## src/usb_host_revision_control_defines.svh

```systemverilog
// Constants for the host revision and operating-mode register pair.
// Assumes inclusion by bare name from the package only; the top module uses the macros without including it.
`ifndef USB_HOST_REVISION_CONTROL_DEFINES_SVH
`define USB_HOST_REVISION_CONTROL_DEFINES_SVH

// Command codes seen on the parallel port
`define CMD_VERSION_RD   8'h00
`define CMD_CONTROL_RD   8'h01
`define CMD_CONTROL_WR   8'h81

// Field positions inside the operating-mode control word
`define CTL_WAKE_EN_BIT  10
`define CTL_WAKE_CON_BIT 9
`define CTL_STATE_HI     7
`define CTL_STATE_LO     6

// Field position of the version number
`define VER_HI           7
`define VER_LO           0
`define VER_RSV_HI       31
`define VER_RSV_LO       8

// Code and data pin bits that pass the synchronisers
`define PORT_SYNC_BITS   40

// Reset values
`define CTL_RESET_WORD   32'h0000_0000
`define RD_RESET_WORD    32'h0000_0000

`endif

```

## src/usb_host_revision_control_pkg.sv

```systemverilog
// Types shared by the revision and operating-mode register pair.
// Assumes the defines header sits in the same folder.
package usb_host_revision_control_pkg;
  `include "usb_host_revision_control_defines.svh"

  // Host functional state encodings
  typedef enum logic [1:0] {
    STATE_RESET       = 2'b00,  // Bus held in reset
    STATE_RESUME      = 2'b01,  // Resume signalling
    STATE_OPERATIONAL = 2'b10,  // Normal traffic
    STATE_SUSPEND     = 2'b11   // Suspended
  } host_state_e;

  // Register state of the top module, apart from the reset and pin synchronisers
  typedef struct packed {
    logic        strobePrev;        // Last synchronised strobe level
    logic        wakeEnable;        // Remote wake enable
    logic        wakeConnected;     // Remote wake connected
    host_state_e hostState;         // Host functional state
    logic [31:0] rdData;            // Read answer word
    logic        rdValid;           // Read answer pulse
    logic        remoteWake;        // Wake request toward system
    logic        rootHubReset;      // Root hub and port reset
  } regs_s;
endpackage

```

## src/usb_host_revision_control_regs.sv

```systemverilog
// Interface version and operating-mode control registers of a USB host.
// Assumes a parallel port strobe held until data is taken; one clock.
module usb_host_revision_control_regs
  import usb_host_revision_control_pkg::*;
#(
  // Version byte; value is arbitrary
  parameter logic [7:0] VERSION_BCD = 8'h01
) (
  // Clock and reset
  input  wire logic        clk_sys,
  input  wire logic        rst_n,
  // Parallel command port
  input  wire logic        busStrobe,
  input  wire logic [7:0]  busCode,
  input  wire logic [31:0] busWrData,
  output logic      [31:0] busRdData,
  output logic             busRdValid,
  // Status from the rest of the host
  input  wire logic        softReset,
  input  wire logic        resumeSeenFlag,
  // Control outputs
  output logic             remoteWakeEnable,
  output logic             remoteWakeConnected,
  output logic      [1:0]  hostFunctionalState,
  output logic             remoteWake,
  output logic             rootHubReset
);
  logic  rstMeta_n;   // Reset release, first stage
  logic  rstSync_n;   // Reset release, used by all logic
  logic  strobeSync;  // Strobe after two flip-flops
  logic  takeCmd;     // Rising strobe: command taken
  regs_s st;          // Registered state
  regs_s next_st;     // Next state
  logic  [`PORT_SYNC_BITS-1:0] portPins;  // Code and data pins together
  logic  [`PORT_SYNC_BITS-1:0] portSync;  // Same bits after two flip-flops
  logic  [7:0]                 codeSync;  // Command code, synchronised
  logic  [31:0]              wrDataSync;  // Write data, synchronised

  // Reset release through two flip-flops
  always_ff @(posedge clk_sys or negedge rst_n) begin
    if (!rst_n) begin
      rstMeta_n <= 1'b0;
      rstSync_n <= 1'b0;
    end else begin
      rstMeta_n <= 1'b1;
      rstSync_n <= rstMeta_n;
    end
  end

  // Strobe pin synchroniser
  strobe_sync u_strobe_sync (
    .clk_sys   (clk_sys),
    .rstSync_n (rstSync_n),
    .pinLevel  (busStrobe),
    .syncLevel (strobeSync)
  );

  // Code and data pins, each bit through two flip-flops, so they line up
  // with the synchronised strobe and are never read straight off the pins
  assign portPins = {busWrData, busCode};
  for (genvar i = 0; i < `PORT_SYNC_BITS; i++) begin : g_port_sync
    strobe_sync u_port_sync (
      .clk_sys   (clk_sys),
      .rstSync_n (rstSync_n),
      .pinLevel  (portPins[i]),
      .syncLevel (portSync[i])
    );
  end
  assign {wrDataSync, codeSync} = portSync;

  // Command taken once per strobe rising edge
  assign takeCmd = strobeSync && !st.strobePrev;

  // Next-state logic
  always_comb begin
    next_st            = st;
    next_st.strobePrev = strobeSync;
    next_st.rdValid    = 1'b0;
    // Hub reset ends once the hardware reset has released
    next_st.rootHubReset = 1'b0;
    if (takeCmd) begin
      case (codeSync)
        // Version word, upper bits zero
        `CMD_VERSION_RD: begin
          next_st.rdData = `RD_RESET_WORD;
          next_st.rdData[`VER_HI:`VER_LO] = VERSION_BCD;
          next_st.rdValid = 1'b1;
        end
        // Control word read back
        `CMD_CONTROL_RD: begin
          next_st.rdData = `RD_RESET_WORD;
          next_st.rdData[`CTL_WAKE_EN_BIT]  = st.wakeEnable;
          next_st.rdData[`CTL_WAKE_CON_BIT] = st.wakeConnected;
          next_st.rdData[`CTL_STATE_HI:`CTL_STATE_LO] = st.hostState;
          next_st.rdValid = 1'b1;
        end
        // Control word write; only software moves wake enable
        `CMD_CONTROL_WR: begin
          next_st.wakeEnable    = wrDataSync[`CTL_WAKE_EN_BIT];
          next_st.wakeConnected = wrDataSync[`CTL_WAKE_CON_BIT];
          next_st.hostState     = host_state_e'(
            wrDataSync[`CTL_STATE_HI:`CTL_STATE_LO]);
        end
        // Unmapped code: answer with zero
        default: begin
          next_st.rdData  = `RD_RESET_WORD;
          next_st.rdValid = 1'b1;
        end
      endcase
    end
    // Software reset: reset state, wake connected kept
    if (softReset) begin
      next_st.hostState = STATE_RESET;
      next_st.wakeConnected = st.wakeConnected;
    end
    // Wake request, independent of any interrupt path
    next_st.remoteWake = st.wakeEnable && resumeSeenFlag;
  end

  // State register; hardware reset clears everything except rootHubReset, which it sets
  always_ff @(posedge clk_sys or negedge rstSync_n) begin
    if (!rstSync_n) begin
      st.strobePrev    <= 1'b0;
      st.wakeEnable    <= 1'b0;
      st.wakeConnected <= 1'b0;
      st.hostState     <= STATE_RESET;
      st.rdData        <= `RD_RESET_WORD;
      st.rdValid       <= 1'b0;
      st.remoteWake    <= 1'b0;
      st.rootHubReset  <= 1'b1;
    end else begin
      st <= next_st;
    end
  end

  // Outputs straight from flip-flops
  assign busRdData           = st.rdData;
  assign busRdValid          = st.rdValid;
  assign remoteWakeEnable    = st.wakeEnable;
  assign remoteWakeConnected = st.wakeConnected;
  assign hostFunctionalState = st.hostState;
  assign remoteWake          = st.remoteWake;
  assign rootHubReset        = st.rootHubReset;

  // Version read answers with a valid pulse and zero upper bits
  a_version_read: assert property (
    @(posedge clk_sys) disable iff (!rstSync_n)
    takeCmd && codeSync == `CMD_VERSION_RD |=>
      busRdValid && busRdData[`VER_RSV_HI:`VER_RSV_LO] == '0)
    else $error("version upper bits not zero");

  // Version byte is the fixed parameter, whatever was written
  a_version_value: assert property (
    @(posedge clk_sys) disable iff (!rstSync_n)
    takeCmd && codeSync == `CMD_VERSION_RD |=>
      busRdData[`VER_HI:`VER_LO] == VERSION_BCD)
    else $error("version byte wrong");

  // Control read returns every stored field
  a_control_read: assert property (
    @(posedge clk_sys) disable iff (!rstSync_n)
    takeCmd && codeSync == `CMD_CONTROL_RD |=>
      busRdValid
      && busRdData[`CTL_WAKE_EN_BIT] == $past(st.wakeEnable)
      && busRdData[`CTL_WAKE_CON_BIT] == $past(st.wakeConnected)
      && busRdData[`CTL_STATE_HI:`CTL_STATE_LO] == $past(st.hostState))
    else $error("control read mismatch");

  // Read answer pulse stands for exactly one cycle
  a_valid_pulse: assert property (
    @(posedge clk_sys) disable iff (!rstSync_n)
    busRdValid |=> !busRdValid)
    else $error("read answer longer than one cycle");

  a_wake_en_hold: assert property (
    @(posedge clk_sys) disable iff (!rstSync_n)
    !(takeCmd && codeSync == `CMD_CONTROL_WR) |=> $stable(remoteWakeEnable))
    else $error("wake enable changed without write");

  a_wake_signal: assert property (
    @(posedge clk_sys) disable iff (!rstSync_n)
    remoteWakeEnable && resumeSeenFlag && !softReset
      && !(takeCmd && codeSync == `CMD_CONTROL_WR) ##1 resumeSeenFlag
      |-> remoteWake)
    else $error("wake not signalled");

  // No wake request while the enable was clear
  a_wake_disabled: assert property (
    @(posedge clk_sys) disable iff (!rstSync_n)
    !$past(remoteWakeEnable) |-> !remoteWake)
    else $error("wake while disabled");

  a_wake_none: assert property (
    @(posedge clk_sys) disable iff (!rstSync_n)
    !$past(resumeSeenFlag) |-> !remoteWake)
    else $error("wake without resume");

  a_connected_soft: assert property (
    @(posedge clk_sys) disable iff (!rstSync_n)
    softReset && !(takeCmd && codeSync == `CMD_CONTROL_WR)
      |=> $stable(remoteWakeConnected))
    else $error("soft reset changed wake connected");

  a_soft_state: assert property (
    @(posedge clk_sys) disable iff (!rstSync_n)
    softReset |=> hostFunctionalState == STATE_RESET)
    else $error("soft reset missed reset state");

  // Hub reset, set by the hardware reset, lasts one cycle past its release
  a_hub_pulse: assert property (
    @(posedge clk_sys) disable iff (!rstSync_n)
    rootHubReset |=> !rootHubReset)
    else $error("hub reset held too long");

  a_write_store: assert property (
    @(posedge clk_sys) disable iff (!rstSync_n)
    takeCmd && codeSync == `CMD_CONTROL_WR && !softReset |=>
      hostFunctionalState == $past(wrDataSync[`CTL_STATE_HI:`CTL_STATE_LO])
      && remoteWakeConnected == $past(wrDataSync[`CTL_WAKE_CON_BIT])
      && remoteWakeEnable == $past(wrDataSync[`CTL_WAKE_EN_BIT]))
    else $error("control write not stored");
endmodule

```

## src/strobe_sync.sv

```systemverilog
// Two-stage synchroniser for one asynchronous pin level.
// Assumes one system clock and an already synchronised active-low reset.
module strobe_sync (
  // Clock and reset
  input  wire logic clk_sys,
  input  wire logic rstSync_n,
  // Pin side
  input  wire logic pinLevel,
  // Clock domain side
  output logic      syncLevel
);
  logic stage1;  // Read only by the second stage

  // Two flip-flops in series
  always_ff @(posedge clk_sys or negedge rstSync_n) begin
    if (!rstSync_n) begin
      stage1    <= 1'b0;
      syncLevel <= 1'b0;
    end else begin
      stage1    <= pinLevel;
      syncLevel <= stage1;
    end
  end
endmodule

```

## config.mk

```make
export PLATFORM = sky130hd
export DESIGN_NAME = usb_host_revision_control_regs
export DESIGN_NICKNAME = d
export VERILOG_FILES = /design/src/usb_host_revision_control_pkg.sv /design/src/usb_host_revision_control_regs.sv /design/src/strobe_sync.sv
export VERILOG_INCLUDE_DIRS = /design/src
export SDC_FILE = /design/constraint.sdc
export NUM_CORES = 1
export LEC_CHECK = 0
export BUFFER_PORTS_ARGS = -buffer_cell sky130_fd_sc_hd__buf_4
export CAP_MARGIN = 20
export CORE_MARGIN = 4
export CORE_UTILIZATION = 40
export DETAILED_ROUTE_END_ITERATION = 10
export PLACE_DENSITY = 0.74
export SLEW_MARGIN = 20
export SYNTH_ARGS = -nofsm -noshare
export SYNTH_HDL_FRONTEND = slang
export SYNTH_SLANG_ARGS = --single-unit
```

## constraint.sdc

```tcl
create_clock -name clk_sys -period 1.3 [get_ports clk_sys]
set_input_delay 0.065 -clock clk_sys [delete_from_list [all_inputs] [get_ports clk_sys]]
set_output_delay 0.065 -clock clk_sys [all_outputs]
set_load 0.03 [all_outputs]
```

==> flow_summary.json <==
{
  "yosys_most_used_dff": "dfrtp_1",
  "root_buffer": "clkbuf_8",
  "drc": 0,
  "worstSkewPairLatency_ns": 0.29,
  "cts_buffer_depth": 2,
  "portBuffers": 28,
  "drt-initial-drc-count": 13,
  "ant_nets": 0,
  "htree_num_levels": 2,
  "cpPeakStageDelay_ns": 0.41,
  "drv_cap": 0,
  "finalHoldViolCount": 0,
  "pwr_density_cell_nw_per_um2": 1290,
  "cts_made_buffers": 5,
  "critical_path.max_fanout": 2,
  "setup_slack_ns": -0.105,
  "status": "finished, violations left",
  "area_delta_synth_final_pct": 30.7,
  "clk_pin_slew_ns": 0.07,
  "synth-warning-count": 0,
  "grt_pass1_vias": 955,
  "cts_tree": "done",
  "antenna_found_initial": 0,
  "period_share_pct": 108,
  "num_rows": 22,
  "min_period_ns": 1.41,
  "grt_max_degree": 40,
  "routed-via-count": 864,
  "hold_ws_ns": 0.0716,
  "crit_type": "flop to flop",
  "wl_per_cell_um": 11.0,
  "ys_ff_latch": 41,
  "yosysMostFrequentCell": "dfrtp_1",
  "grt_pass1_wl_um": 4060,
  "synth_commonest_cells": "dfrtp_1 (40), buf_4 (34), inv_1 (6)",
  "viasPerCell": 4.09,
  "ys_seq_area_share_pct": 67.3,
  "startpoint_type": "flop",
  "pre_cts_slack_ns": -0.110,
  "synth_area_per_cell_um2": 13.8,
  "ir_worst_vdd_mv": 1.00,
  "detailed_place_hpwl_um": 1660,
  "clock_sinks": 41,
  "yosysUniqueCellTypes": 20,
  "cp_cell_sequence": "nor4b_4 > and4_4 > mux2_4",
  "worstPathRequired_ns": 1.47,
  "critPathArrivalTime_ns": 1.58,
  "timing.fmax_mhz": 712,
  "violations": "negative setup slack",
  "die_w_um": 69.8,
  "async_flop_share_pct": 100,
  "fin_nets": 207,
  "grtUsageTotal_pct": 10.6,
  "pin_count": 84,
  "die_h_um": 69.8,
  "rsz0062_at_grt": "yes",
  "report.final.slew_viol_count": 0,
  "slowest_stage": "dfrtp_1",
  "initial_core_util_pct": 41.7,
  "yosysTopAreaCell": "dfrtp_1",
  "synth_cells": 111,
  "synth_edf_count": 0,
  "dr.pass1.iters": 4,
  "dieArea_um2": 4870,
  "n_antenna_cell": 0,
  "synthesis.area_um2": 1530,
  "hold_class": "input pin to flop",
  "yosys.area.top_type_share_pct": 65.6,
  "timing.reg2reg.setup_slack_ns": -0.11,
  "crit_path_end_kind": "flop",
  "fin_setup_tns_ns": -0.384,
  "gp_congestion": 0.730,
  "finClkSkew_ns": 0.00595,
  "synthTopCellsByArea": "dfrtp_1 (66%), buf_4 (17%), nand4_1 (2.0%)",
  "p_leak_nw": 0.975,
  "wl_um": 2330,
  "grt.overflow.total": 0,
  "setup_viol": 9,
  "drive_gt1_share_pct": 32.5,
  "core_um2": 3660
}
layout by cell type (no fill, tap or decap), types with 2 or more instances in the layout:
cell type      instances
dfrtp_1               40
buf_4                 34
conb_1                29
dlygate4sd3_1         15
inv_1                  6
nand4_1                5
o21ai_2                5
clkbuf_8               5
nand2b_1               4
mux2i_1                2
nor4_1                 2
layout make-up:
class | instances | area [µm²]
timing repair buffer | 51 | 437
inverter | 6 | 22.5
sequential | 41 | 1030
tap | 48 | 60.1
fill | 306 | 1670
clock inverter | 2 | 35.0
clock buffer | 6 | 72.6
multi-input combinational | 57 | 342
cells by family (layout without fill, tap and decap cells):
family / after synthesis / count (layout) / share of synthesized area [%]
AND/OR/NAND/NOR: 18 / 18 / 8.77
flip-flops: 41 / 41 / 67.3
other: 2 / 29 / 0.492
buffers and inverters: 40 / 65 / 18.2
AO/OA/AOI/OAI: 6 / 6 / 2.21
multiplexers: 4 / 4 / 3.03
per-layer routing:
layer / vias to the layer above / global-route usage (%) / part of all wire [%]
li1: 401 / - / -
met1: 411 / 10.9 / 36
met2: 49 / 18.7 / 50
met3: 3 / 5.07 / 12
met4: 0 / 3.83 / 1.5
met5: - / 0 / 0
power by group:
group          internal, mW  switching (mW)
Clock                 0.569           0.403
Sequential             1.33          0.0236
Combinational        0.0906           0.168
worst max-delay path: cells and delay by family (launching register included):
kind | cells | cell delay, ns
muxes | 1 | 0.29
DFF | 1 | 0.41
and+or+nand+nor | 2 | 0.59
stage by stage:
stage | area [µm²] | cells | utilization [%] | power, mW
final | 2000 | 211 | 54.5 | 2.58
after detailed placement | 1710 | 187 | 46.7 | 1.60
after global routing | 2000 | 211 | 54.5 | 2.69
after floorplan | 1630 | 138 | - | 1.58
after CTS | 1980 | 211 | 54.1 | 2.61
after global placement | 1710 | 187 | 46.7 | 1.59
sequential cells by signal, summed over array words and instances, names as in the netlist, 2 cells and up:
register	flops
g_port_sync.u_port_sync.syncLevel	12
busRdData	5
g_port_sync.u_port_sync.stage1	12
hostFunctionalState	2
worst paths after layout:
path,from,end,depth (start not counted)
hold reg to reg,rstSync_n,busRdData[10],1
hold / removal,softReset,hostFunctionalState[1],3
setup reg to reg,g_port_sync[1].u_port_sync.syncLevel,remoteWakeEnable,3
setup / recovery,g_port_sync[1].u_port_sync.syncLevel,remoteWakeEnable,3
max in group asynchronous,rstSync_n,rootHubReset,1
min in group asynchronous,rst_n,rstMeta_n,2
timing repair:
item                                    CTS  global route
gates cloned                              0             0
pin swaps                                 2             2
buffers inserted                          1             0
endpoints found under the hold margin    16             0
endpoints found under the setup margin    9            10
hold buffers                             15             0
resized for setup                         7             4
No activity file was read; power rests on OpenSTA's default activity.
